**src/csc_regs.svh**
```systemverilog
// constants for the charger state and status control block
// assumes a 25 MHz system clock; included by its bare name
`ifndef CSC_REGS_SVH
`define CSC_REGS_SVH
`define CSC_CLK_HZ 25000000
`define CSC_TERM_FILTER_US 1000
`define CSC_TERM_FILTER_CYC ((`CSC_TERM_FILTER_US * (`CSC_CLK_HZ / 1000000)))
`define CSC_SAFETY_TIMER_CYC 32'h0001_0000
`define CSC_ILIM_USB_LO_MA 12'h064
`define CSC_ILIM_USB_HI_MA 12'h1f4
`define CSC_ILIM_ADAPTER_MA 12'h708
`define CSC_PRECOND_DIV 4'ha
`define CSC_SYNC_RESET 1'b0
`endif

```
**src/csc_pkg.sv**
```systemverilog
// types shared by the charger state and status control block
// no dependencies
package csc_pkg;
    typedef enum logic [3:0] {
        ST_SHUTDOWN,
        ST_PRECOND,
        ST_CC,
        ST_CV,
        ST_COMPLETE,
        ST_TEMP_FAULT,
        ST_TIMER_FAULT,
        ST_NO_BATT
    } csc_state_t;

    typedef struct packed {
        logic inputAboveUvlo;
        logic inputAboveBatt;
        logic battPresent;
        logic battAbovePrecond;
        logic battAtReg;
        logic battBelowRecharge;
        logic battLow;
        logic thermInWindow;
        logic termCurrentLow;
    } csc_sense_t;

    typedef struct packed {
        logic sourceSelect;
        logic usbLimitSelect;
        logic timerEnableN;
        logic chargeEnable;
    } csc_select_t;

    typedef struct packed {
        logic passOn;
        logic precondCurrent;
        logic cvMode;
        logic battToSystem;
        logic [11:0] inputLimitMa;
    } csc_power_t;
endpackage

```
**src/csc_sync.sv**
```systemverilog
// two-flop synchroniser for a group of level signals
// assumes the inputs change slowly relative to the clock
`timescale 1ns/10ps
module csc_sync #(
    parameter int WIDTH = 1
) (
    input wire logic clk,
    input wire logic rst_b,
    input wire logic [WIDTH-1:0] asyncIn,
    output logic [WIDTH-1:0] syncOut
);
    logic [WIDTH-1:0] meta_q;

    // first stage feeds only the second stage
    always_ff @(posedge clk) begin
        if (!rst_b) begin
            meta_q <= '0;
            syncOut <= '0;
        end else begin
            meta_q <= asyncIn;
            syncOut <= meta_q;
        end
    end
endmodule

```
**src/csc_charger_ctrl.sv**
```systemverilog
// charge-cycle state machine with open-drain status and power-good outputs
// assumes comparator flags and selects come from outside, any timing
`timescale 1ns/10ps
`include "csc_regs.svh"
// Functional notes
// - status and power-good pins only pull low or float, never drive high
// - charging: a low; complete: b low; temperature or timer fault: both low
// - low battery with no input: a only; no battery or shutdown: both float; other no input: all float
// - power-good only sinks current; external pull-up sets released level
// - power-good low while input above lockout and above battery voltage
// - source select low: USB mode, input limit per usb limit select
// - source select high: limit input to 1.8 A, full programmed charge current
// - safety timer runs only while timer enable input is low
// - thermistor window checked only during an active charge cycle
// - thermistor outside window in charge: suspend at once, temperature fault
// - temperature suspend turns pass device off and freezes timer count
// - thermistor back in window: resume held state with held timer
// - preconditioning commands one tenth of fast charge current
// - without input supply the battery feeds the system load
// - constant current always precedes constant voltage within a cycle
// - leave preconditioning above threshold; entering constant current resets timer, except on resume from temperature fault
// - timer expiry in fast charge: timer fault until battery removed, then standby
// - charge complete only after termination flag holds 1 ms continuously
// - in charge complete, recharge starts when battery falls below threshold
module csc_charger_ctrl #(
    parameter int TERM_FILTER_CYC = `CSC_TERM_FILTER_CYC,
    parameter int SAFETY_TIMER_CYC = `CSC_SAFETY_TIMER_CYC
) (
    input wire logic clk,
    input wire logic rst_b,
    input wire csc_pkg::csc_sense_t senseIn,
    input wire csc_pkg::csc_select_t selectIn,
    input wire logic chargeStateAIn,
    output logic chargeStateAOut,
    output logic chargeStateAOe,
    input wire logic chargeStateBIn,
    output logic chargeStateBOut,
    output logic chargeStateBOe,
    input wire logic inputPowerGoodNIn,
    output logic inputPowerGoodNOut,
    output logic inputPowerGoodNOe,
    output csc_pkg::csc_power_t powerCtrl,
    output csc_pkg::csc_state_t chargeState,
    output logic [3:0] precondDivisor
);
    localparam int SW = $bits(csc_pkg::csc_sense_t) + $bits(csc_pkg::csc_select_t);

    csc_pkg::csc_sense_t sense;
    csc_pkg::csc_select_t sel;
    csc_pkg::csc_state_t state_q;
    csc_pkg::csc_state_t state_d;
    csc_pkg::csc_state_t held_q;
    logic [31:0] timer_q;
    logic [31:0] filter_q;
    logic timerExpired;
    logic termHeld;
    logic inputOk;
    logic charging;
    logic outA;
    logic outB;
    logic outPg;
    logic passOn_q;
    logic precondCurrent_q;
    logic cvMode_q;
    logic battToSystem_q;
    logic [11:0] inputLimit_q;

    // bring comparator flags and selects onto the clock
    csc_sync #(
        .WIDTH(SW)
    ) u_sync (
        .clk(clk),
        .rst_b(rst_b),
        .asyncIn({senseIn, selectIn}),
        .syncOut({sense, sel})
    );

    // true in states where current flows into the cell
    function automatic logic is_charging(input csc_pkg::csc_state_t s);
        return (s == csc_pkg::ST_PRECOND) || (s == csc_pkg::ST_CC) || (s == csc_pkg::ST_CV);
    endfunction

    assign inputOk = sense.inputAboveUvlo && sense.inputAboveBatt;
    assign charging = is_charging(state_q);
    assign timerExpired = (timer_q >= 32'(SAFETY_TIMER_CYC));
    assign termHeld = (filter_q >= 32'(TERM_FILTER_CYC));

    // next-state logic of the charge cycle
    always_comb begin
        state_d = state_q;
        case (state_q)
            csc_pkg::ST_SHUTDOWN: begin
                if (inputOk && sel.chargeEnable) begin
                    if (!sense.battPresent) begin
                        state_d = csc_pkg::ST_NO_BATT;
                    end else if (sense.battAbovePrecond) begin
                        state_d = csc_pkg::ST_CC;
                    end else begin
                        state_d = csc_pkg::ST_PRECOND;
                    end
                end
            end
            csc_pkg::ST_PRECOND: begin
                if (sense.battAbovePrecond) begin
                    state_d = csc_pkg::ST_CC;
                end
            end
            csc_pkg::ST_CC: begin
                if (sel.timerEnableN == 1'b0 && timerExpired) begin
                    state_d = csc_pkg::ST_TIMER_FAULT;
                end else if (sense.battAtReg) begin
                    state_d = csc_pkg::ST_CV;
                end
            end
            csc_pkg::ST_CV: begin
                if (sel.timerEnableN == 1'b0 && timerExpired) begin
                    state_d = csc_pkg::ST_TIMER_FAULT;
                end else if (termHeld) begin
                    state_d = csc_pkg::ST_COMPLETE;
                end
            end
            csc_pkg::ST_COMPLETE: begin
                if (!sense.battPresent) begin
                    state_d = csc_pkg::ST_NO_BATT;
                end else if (sense.battBelowRecharge) begin
                    state_d = sense.battAbovePrecond ? csc_pkg::ST_CC : csc_pkg::ST_PRECOND;
                end
            end
            csc_pkg::ST_TEMP_FAULT: begin
                if (sense.thermInWindow) begin
                    state_d = held_q;
                end
            end
            csc_pkg::ST_TIMER_FAULT: begin
                if (!sense.battPresent) begin
                    state_d = csc_pkg::ST_NO_BATT;
                end
            end
            csc_pkg::ST_NO_BATT: begin
                if (sense.battPresent) begin
                    state_d = csc_pkg::ST_SHUTDOWN;
                end
            end
            default: begin
                state_d = csc_pkg::ST_SHUTDOWN;
            end
        endcase
        // thermistor checked only while charging
        if (charging && !sense.thermInWindow) begin
            state_d = csc_pkg::ST_TEMP_FAULT;
        end
        // a missing cell ends any charge or fault
        if (state_q != csc_pkg::ST_SHUTDOWN && state_q != csc_pkg::ST_NO_BATT
                && !sense.battPresent) begin
            state_d = csc_pkg::ST_NO_BATT;
        end
        // loss of input or disable overrides everything
        if (!inputOk || !sel.chargeEnable) begin
            state_d = csc_pkg::ST_SHUTDOWN;
        end
    end

    // state register
    always_ff @(posedge clk) begin
        if (!rst_b) begin
            state_q <= csc_pkg::ST_SHUTDOWN;
        end else begin
            state_q <= state_d;
        end
    end

    // remember the charge phase that a temperature fault interrupted
    always_ff @(posedge clk) begin
        if (!rst_b) begin
            held_q <= csc_pkg::ST_PRECOND;
        end else if (charging && state_d == csc_pkg::ST_TEMP_FAULT) begin
            held_q <= state_q;
        end
    end

    // safety timer: cleared on entry to constant current except from temperature fault, frozen in faults
    always_ff @(posedge clk) begin
        if (!rst_b) begin
            timer_q <= '0;
        end else if (state_d == csc_pkg::ST_CC && state_q != csc_pkg::ST_CC
                && state_q != csc_pkg::ST_TEMP_FAULT) begin
            timer_q <= '0;
        end else if (state_q == csc_pkg::ST_TEMP_FAULT) begin
            timer_q <= timer_q;
        end else if ((state_q == csc_pkg::ST_CC || state_q == csc_pkg::ST_CV)
                && sel.timerEnableN == 1'b0 && !timerExpired) begin
            timer_q <= timer_q + 32'h1;
        end
    end

    // termination filter: any gap in the flag restarts the count
    always_ff @(posedge clk) begin
        if (!rst_b) begin
            filter_q <= '0;
        end else if (state_q != csc_pkg::ST_CV || !sense.termCurrentLow) begin
            filter_q <= '0;
        end else if (!termHeld) begin
            filter_q <= filter_q + 32'h1;
        end
    end

    // status pin levels; 1 means pull low
    always_comb begin
        outA = 1'b0;
        outB = 1'b0;
        case (state_q)
            csc_pkg::ST_PRECOND, csc_pkg::ST_CC, csc_pkg::ST_CV: begin
                outA = 1'b1;
            end
            csc_pkg::ST_COMPLETE: begin
                outB = 1'b1;
            end
            csc_pkg::ST_TEMP_FAULT, csc_pkg::ST_TIMER_FAULT: begin
                outA = 1'b1;
                outB = 1'b1;
            end
            default: begin
                outA = 1'b0;
                outB = 1'b0;
            end
        endcase
        if (sense.battLow && !inputOk) begin
            outA = 1'b1;
            outB = 1'b0;
        end
        outPg = inputOk;
    end

    // open-drain drivers: data always low, enable carries the level
    always_ff @(posedge clk) begin
        if (!rst_b) begin
            chargeStateAOe <= 1'b0;
            chargeStateBOe <= 1'b0;
            inputPowerGoodNOe <= 1'b0;
        end else begin
            chargeStateAOe <= outA;
            chargeStateBOe <= outB;
            inputPowerGoodNOe <= outPg;
        end
    end
    assign chargeStateAOut = 1'b0;
    assign chargeStateBOut = 1'b0;
    assign inputPowerGoodNOut = 1'b0;

    // input current budget chosen by the source and usb limit selects
    function automatic logic [11:0] input_limit(input csc_pkg::csc_select_t s);
        if (s.sourceSelect) begin
            return `CSC_ILIM_ADAPTER_MA;
        end else if (s.usbLimitSelect) begin
            return `CSC_ILIM_USB_HI_MA;
        end
        return `CSC_ILIM_USB_LO_MA;
    endfunction

    // charge-path commands follow the registered state
    always_ff @(posedge clk) begin
        if (!rst_b) begin
            passOn_q <= 1'b0;
            precondCurrent_q <= 1'b0;
            cvMode_q <= 1'b0;
        end else begin
            passOn_q <= is_charging(state_q);
            precondCurrent_q <= (state_q == csc_pkg::ST_PRECOND);
            cvMode_q <= (state_q == csc_pkg::ST_CV);
        end
    end

    // battery carries the system load whenever the input is not usable
    always_ff @(posedge clk) begin
        if (!rst_b) begin
            battToSystem_q <= 1'b1;
        end else begin
            battToSystem_q <= !inputOk;
        end
    end

    // input current limit follows the synchronised selects
    always_ff @(posedge clk) begin
        if (!rst_b) begin
            inputLimit_q <= 12'h000;
        end else begin
            inputLimit_q <= input_limit(sel);
        end
    end

    // power-path commands to the analog section, all from flip-flops
    assign powerCtrl = {passOn_q, precondCurrent_q, cvMode_q, battToSystem_q, inputLimit_q};

    assign chargeState = state_q;
    assign precondDivisor = `CSC_PRECOND_DIV;

    // pin readback is not needed by the control logic
    logic unusedPins;
    assign unusedPins = chargeStateAIn ^ chargeStateBIn ^ inputPowerGoodNIn;
endmodule

```
**config.mk**
```make
export PLATFORM = sky130hd
export DESIGN_NAME = csc_charger_ctrl
export DESIGN_NICKNAME = d
export VERILOG_FILES = /design/src/csc_pkg.sv /design/src/csc_sync.sv /design/src/csc_charger_ctrl.sv
export VERILOG_INCLUDE_DIRS = /design/src
export SDC_FILE = /design/constraint.sdc
export NUM_CORES = 1
export LEC_CHECK = 0
export BUFFER_PORTS_ARGS = -buffer_cell sky130_fd_sc_hd__clkbuf_2
export CELL_PAD_IN_SITES_DETAIL_PLACEMENT = 0
export CELL_PAD_IN_SITES_GLOBAL_PLACEMENT = 2
export CORE_UTILIZATION = 29
export CTS_BUF_LIST = sky130_fd_sc_hd__clkbuf_4 sky130_fd_sc_hd__clkbuf_8
export CTS_CLUSTER_SIZE = 12
export DETAILED_ROUTE_END_ITERATION = 10
export PLACE_DENSITY = 0.64
export SETUP_SLACK_MARGIN = 0.1
export SLEW_MARGIN = 5
export SYNTH_ARGS = -nofsm -noshare
export SYNTH_HDL_FRONTEND = slang
export SYNTH_HIERARCHICAL = 1
export SYNTH_SLANG_ARGS = --single-unit
```
**constraint.sdc**
```tcl
create_clock -name clk -period 4.21 [get_ports clk]
set_input_delay 0.2105 -clock clk [delete_from_list [all_inputs] [get_ports clk]]
set_output_delay 0.2105 -clock clk [all_outputs]
set_load 0.02 [all_outputs]
```
Word level (Yosys, flattened, before mapping) --
Index checks and enable logic that the tools add are counted.
Cells by class: $add $sub $neg 2, order comparisons 2, equal/unequal tests 13, muxes and demuxes 26, bitwise gates (word level) 4, reduce and logical (&&, ||, !) cells 33
Operators by type and width (count):
- $add 32x1->32 const B | 2
- $mux 4 | 14
- $ge 32x15->1 const B | 1
- $ge 32x17->1 const B | 1
- $pmux 4 s8 | 1
- $mux 11 | 2
- $eq 4x3->1 const B | 5
- $eq 4x2->1 const B | 3
- $logic_and 1x1->1 | 12
- $ne 4x2->1 const B | 2
- $ne 4x3->1 const B | 2
- $mux 7 | 1
- $logic_not 1->1 | 6
- $mux 1 | 6
- $reduce_or 2->1 | 3
- $reduce_or 3->1 | 2
- $logic_or 1x1->1 | 5
- $reduce_or 5->1 | 1
- $eq 4x1->1 const B | 1
- $logic_not 4->1 | 1
- $not 1->1 | 4
- $reduce_and 2->1 | 2
- $reduce_bool 4->1 | 1
- $mux 3 | 1
- $mux 2 | 1
Word-level totals: bits in registers 114, output and inout bits 30, word-level logic and storage cells 96

Depth between registers and ports, before layout --
Gate-level depths: netlist (run 1).
depth in word-level cells 11, mapped depth 9

Cells and area by module --
Netlist (run 1), hierarchy kept.
By module, submodules not included:
- csc_charger_ctrl | instances 1, cells an instance 397, area each 3574.7 µm², seq. area each 1661.6 µm²
- csc_sync | instances 1, cells an instance 54, area each 730.7 µm², seq. area each 520.5 µm²

Worst setup path after synthesis (run 1) --
No wires, ideal clock.
path kind flip-flop to flip-flop, start point register state_q[1] (netlist: chargeState[1]), end point register timer_q[19], setup time 0.116 ns, data arrival time 2.351 ns, data required time 4.095 ns, setup slack 1.744 ns, stages on the path, launching flop included 10, path buffers 2, clock period less this slack 2.466 ns, cell sequence dfxtp_1 buf_4 inv_2 a21o_1 a221o_1 a311oi_2 o31ai_1 or4_4 buf_6 and3_1
On the way: longest elaborated chain between the ends 11, elaborated cells between the ends (all ways) 41, classes of those cells eq/ne: 11; mux: 15; bitwise: 1; reduce/logical: 14
Ends and longest elaborated chain:
- start, declared | RTL line csc_charger_ctrl.sv:50 | csc_pkg::csc_state_t state_q;
- start signal, assigned | RTL line csc_charger_ctrl.sv:166 | state_q <= csc_pkg::ST_SHUTDOWN;
- start signal, assigned | RTL line csc_charger_ctrl.sv:168 | state_q <= state_d;
- parallel branches: the longest is 11 deep, another holds $pmux 4 s8
- end signal, assigned | RTL line csc_charger_ctrl.sv:189 | timer_q <= timer_q;
- end signal, assigned | RTL line csc_charger_ctrl.sv:192 | timer_q <= timer_q + 32'h1;
- end, declared | RTL line csc_charger_ctrl.sv:53 | logic [31:0] timer_q;
Several ways; the timed one is not identified. A chain may end at the register's enable or synchronous reset.

Worst setup path in the final report (run 1) --
start point register state_q[3] (netlist: chargeState[3]), end point register timer_q[24]
Same word-level chain as after synthesis.

==> results of run 1 <==
-- logic make-up after synthesis --
family                   count (synthesis)  share of synthesized area [%]
AO/OA/AOI/OAI                           37                           5.96
XOR/XNOR                                24                           4.88
adder cells (fa/ha/maj)                  5                           1.39
buffers and inverters                   49                           7.21
flip-flops                             109                           50.7
multiplexers                             2                          0.465
other                                    2                          0.174
AND/OR/NAND/NOR                        223                           29.2
-- cell type report --
type | count | area [um^2]
flip-flops and latches | 109 | 2180
inverters | 11 | 41.3
repair buffers | 39 | 213
multi-input cells | 301 | 1850
clock buffers | 9 | 124
well taps | 184 | 230
clock inverters | 7 | 65.1
fillers | 1540 | 9830
-- synthesized netlist by cell type (5+ instances only) --
| master | instances | area (um^2) |
|---|---|---|
| a21oi_1 | 9 | 45.0 |
| and3_1 | 55 | 344 |
| xor2_1 | 16 | 140 |
| and2_1 | 9 | 56.3 |
| nand3_1 | 13 | 65.1 |
| nor2_1 | 40 | 150 |
| nor4_1 | 11 | 68.8 |
| buf_4 | 23 | 173 |
| nand2b_1 | 5 | 31.3 |
| and2_2 | 20 | 150 |
| dfxtp_1 | 109 | 2180 |
| inv_1 | 10 | 37.5 |
| nand4_1 | 14 | 87.6 |
| nand2_1 | 25 | 93.8 |
| xnor2_1 | 8 | 70.1 |
| nor3_1 | 16 | 80.1 |
| o21ai_0 | 8 | 40.0 |
| clkbuf_1 | 8 | 30.0 |
| or3_1 | 5 | 31.3 |
| buf_6 | 5 | 56.3 |
-- critical path, delay by kind of cell, from the launching register on --
kind	cells	cell delay, ns
flip-flops	1	0.86
AO/OA/AOI/OAI	3	0.76
AND/OR/NAND/NOR	4	1.32
-- report_power, final --
| part | internal, mW | total, mW | switching (mW) |
|---|---|---|---|
| clock network | 0.231 | 0.620 | 0.389 |
| registers | 1.04 | 1.05 | 0.00788 |
| logic | 0.0184 | 0.0476 | 0.0292 |
| total | 1.29 | 1.72 | 0.426 |
-- metal layers --
layer  part of all wire, %  wire, um
met4                   2.1       175
met3                   3.0       252
met1                    51      4300
met5                     0         0
met2                    44      3690
-- flip-flops by register name, summed over array words and instances, names as in the netlist --
register           flops
chargeState            4
passOn_q               1
u_sync/meta_q         13
cvMode_q               1
u_sync/syncOut        13
chargeStateBOe         1
chargeStateAOe         1
timer_q               32
filter_q              32
precondCurrent_q       1
held_q                 4
inputLimit_q           4
battToSystem_q         1
inputPowerGoodNOe      1
-- worst max path at each step --
stage                   startpoint          end  slack [ns]
CTS                 chargeState[3]  timer_q[24]        1.15
global placement    chargeState[3]  timer_q[30]        1.21
detailed placement  chargeState[3]  timer_q[26]        1.15
finish              chargeState[3]  timer_q[24]        1.16
global route        chargeState[3]  timer_q[21]        0.99
floorplan           chargeState[1]  timer_q[19]        1.74
-- placed cells by master, fill, tap and decap left out, drive strengths merged, types with 3 or more instances in the layout --
cell	count
or3	5
xor2	16
o21ai	9
buf	3
nand2b	5
and2	29
nand4	14
a21oi	9
nor3	16
dfxtp	109
inv	16
ha	4
a211oi	3
nor4	12
and3	56
conb	10
nand2	25
a21o	3
clkbuf	43
xnor2	8
nand3	13
nor2	40
-- through the flow --
step	hold WS, ns	total power [mW]	utilization [%]	cells	setup slack (ns)
after floorplan	0.338	1.12	-	459	1.74
after global placement	0.418	1.12	30.9	642	1.21
after detailed placement	0.421	1.12	30.9	642	1.15
after CTS	0.00456	1.76	32.4	660	1.15
after global routing	0.00447	1.81	32.4	660	0.990
final	0.0323	1.72	32.4	660	1.16
==> results.yml, run 1 <==
worst_setup_path:
  timing.rr.start: "chargeState[3]"
  r2r_cells: 7
  worstSetupStartpointType: "flip-flop"
  reg2reg_to: "timer_q[24]"
  cp-end-kind: "flip-flop"
  criticalPathCategory: "reg -> reg"
  ff2ff_setup_slack_ns: 1.16
  cp.arrival_ns: 3.33
  cp_max_fo: 32
  crit_slowest_cell: "dfxtp_1"
  critical_path.max_stage_delay_ns: 0.86
  crit_required_ns: 4.49
  cp_cell_sequence: "nand2b_1, nor2b_1, a221o_1, a311oi_2, o31ai_1, or4_4, and3_1"
floorplan:
  die_h_um: 124
  core_um2: 14500
  ios: 48
  rows: 44
  fp.dieW_um: 124
  die_area_um2: 15300
  initial_core_util_pct: 29.6
run_status:
  status: "completed"
sta:
  hold_viol: 0
  finClkSkew_ns: 0.0128
  finalCritPeriodShare_pct: 72.4
  fin_crit_ns: 3.05
  finalMaxSlewViolations: 0
  max_slew.worst_pin.slew_ns: 0.807
  finalSetupTns_ns: 0
  max_freq_mhz: 328
  final-setup-viol-count: 0
  relSlewSlack_pct: 46.1
  rsz0062_at_grt: "no"
yosys:
  syn_area_um2: 4310
  ys_warn_count: 6
  ys.flop_type: "dfxtp_1"
  async_flop_share_pct: 0
  ys_seq_area_share_pct: 50.7
  synth_edf_count: 0
  syn_avg_cell_area_um2: 9.55
  ys_ff_latch: 109
  yosysUniqueCellTypes: 50
  synthCells: 451
drt:
  vias: 2978
  wl_um: 8410
  drt_iter0_markers: 138
  drc: 0
  dr.pass1.iters: 4
  wl_per_cell_um: 12.7
  ant_nets: 0
  vias_per_cell: 4.51
cells_and_area:
  antenna_cells: 0
  drive_gt1_share_pct: 16.8
  syn_to_final_growth_pct: 9.27
  fin_area_um2: 4700
  final_nets: 493
grt:
  grt_pass1_wl_um: 14100
  grt_start_max_net_pins: 67
  gr-usage-met2_pct: 18.1
  use_met3_pct: 3.25
  antenna_found_initial: 0
  grt_pass1_vias: 2856
  busiest_layer: "met2"
  grtUsageTotal_pct: 12.0
  grt_overflow: 0
  gr-usage-met1_pct: 15.9
cts:
  h-tree-depth: 3
  cts.hold.buffers_added: 2
  cts.clk_slew.worst_paths_ns: 0.11
  cts_root_buffer: "clkbuf_8"
  post-cts-setup-buffer-count: 0
  cts_buffers: 9
  cts_sinks: 109
  clock_latency_ns: 0.39
  cts_tree: "done"
  clock_path_buffers: 2
  cts.repair.resized: 0
placed_design:
  hpwl_um: 5420
  portBuffers: 34
  dpl-instance-area_um2: 4500
  place_congestion: 0.742
hold_path:
  worstHoldPathCells: 2
  hold_end: "u_sync/meta_q[2]"
  min_path_type: "in -> reg"
  hold_start: "selectIn[2]"
power_and_ir_drop:
  leakage_nw: 2.06
  p_per_area_nw_per_um2: 365
  ir_drop_v: 0.000134
flow_run:
  maxCapViolCount: 0
Power figures use the tool's default switching activity.
==> inputs of run 2 (changes only) <==
Clock period 4.21 ns to 3.1 ns, I/O delays scaled along.
==> results.yml, run 2 (synthesis results as in run 1) <==
cells_and_area:
  antenna_cells: 0
  syn_to_final_growth_pct: 12.9
  fin_cells: 674
  drive_gt1_share_pct: 16.9
  final_nets: 508
  fillers: 1546
  final_core_utilization_pct: 33.5
  final_cell_mix: "dfxtp_1 (109), and3_1 (55), nor2_1 (40), clkbuf_2 (34), nand2_1 (25)"
  layout_top_registers: "filter_q (32), timer_q (32)"
  final_common_cell: "dfxtp_1"
sta:
  max_slew.worst_pin.slew_ns: 0.612
  finalCritPeriodShare_pct: 88.2
  finalMaxSlewViolations: 0
  finClkSkew_ns: 0.00939
  max_freq_mhz: 366
  hold_viol: 0
  fin_crit_ns: 2.73
  rsz0062_at_grt: "no"
  worst_slack_ns: 0.366
  final-setup-viol-count: 0
  relSlewSlack_pct: 59.2
  finalSetupTns_ns: 0
power_and_ir_drop:
  p_per_area_nw_per_um2: 491
  ir_drop_v: 0.000198
  leakage_nw: 2.13
floorplan:
  rows: 44
  ios: 48
  die_area_um2: 15300
  initial_core_util_pct: 29.6
  fp.dieW_um: 124
  die_h_um: 124
  core_um2: 14500
worst_setup_path:
  cp-end-kind: "flip-flop"
  cp.arrival_ns: 3.01
  ff2ff_setup_slack_ns: 0.37
  cp_max_fo: 32
  reg2reg_to: "timer_q[20]"
  criticalPathCategory: "reg -> reg"
  worstSetupStartpointType: "flip-flop"
  crit_required_ns: 3.37
  timing.rr.start: "chargeState[0]"
  r2r_cells: 6
placed_design:
  place_congestion: 0.735
  hpwl_um: 5520
  portBuffers: 34
  placed_cells: 646
  pre_cts_slack_ns: 0.369
hold_path:
  worstHoldPathCells: 3
  hold_end: "inputLimit_q[8]"
  hold_start: "rst_b"
  min_path_type: "in -> reg"
grt:
  antenna_found_initial: 0
  grtUsageTotal_pct: 12.4
  grt_overflow: 0
  grt_pass1_vias: 2882
  grt_pass1_wl_um: 14500
  grt_start_max_net_pins: 67
drt:
  dr.pass1.iters: 4
  vias: 3076
  ant_nets: 0
  wl_per_cell_um: 12.6
  drc: 0
  wl_um: 8470
  vias_per_cell: 4.56
  drt_iter0_markers: 161
cts:
  clock_path_buffers: 2
  cts.clk_slew.worst_paths_ns: 0.10
  cts_root_buffer: "clkbuf_8"
  cts_sinks: 109
  cts.repair.resized: 0
  cts_buffers: 9
  cts_tree: "done"
  clock_latency_ns: 0.37
  h-tree-depth: 3
run_status:
  status: "completed"
flow_run:
  maxCapViolCount: 0
==> run 2: changes by cell type in the layout (fill, tap and decap cells not counted), sizes merged <==
cell / delta
buf: +4
bufinv: +1
clkbuf: +2
dlygate4sd3: +11
inv: -4
==> run 2: report_power, final <==
group / switching (mW) / total [mW] / leakage (nW) / internal, mW
combinational: 0.0415 / 0.0755 / 1.14 / 0.0340
sequential: 0.0110 / 1.43 / 0.884 / 1.42
clock: 0.466 / 0.883 / 0.102 / 0.418
total: 0.518 / 2.39 / 2.13 / 1.87
==> run 2: final cells by class <==
class                   count  area (um^2)  area share, %
well taps                 184          230           4.73
inverters                  11         41.3          0.849
flip-flops and latches    109         2180           44.9
clock buffers              11          151           3.11
clock inverters             4         55.1           1.13
multi-input cells         301         1850           38.0
repair buffers             54          353           7.26
==> run 2: timing repair <==
action,in CTS,in global routing
buffers inserted,0,0
hold endpoints to repair,13,0
setup endpoints to repair,0,0
hold buffers,13,0
==> run 2: worst max path at each step <==
stage                   startpoint     endpoint  depth (start not counted)
floorplan           chargeState[1]  timer_q[19]                          9
global placement    chargeState[0]  timer_q[19]                          6
detailed placement     timer_q[16]  timer_q[29]                          6
CTS                    timer_q[16]  timer_q[28]                          6
global route           timer_q[16]  timer_q[24]                          6
finish              chargeState[0]  timer_q[20]                          6
==> run 2: metrics by stage <==
step / total power [mW] / area [um^2] / hold slack (ns)
after detailed placement: 1.52 / 4530 / 0.369
final: 2.39 / 4860 / 0.268
after floorplan: 1.52 / 4340 / 0.282
after global routing: 2.50 / 4860 / 0.307
after CTS: 2.44 / 4860 / 0.248
after global placement: 1.52 / 4530 / 0.362
==> run 2: layer usage <==
metal,wire (um),GRT usage (%)
met5,0,0
met4,177,6.48
met3,183,2.47
met2,3740,18.6
met1,4370,16.7
==> run 2: worst max-delay path, cell delays in order, from the launching register on <==
cell,delay [ns]
dfxtp_1,0.64
nor2_1,0.27
a211oi_1,0.45
nor4b_1,0.11
a21o_1,0.21
or4_4,0.70
and3_1,0.25
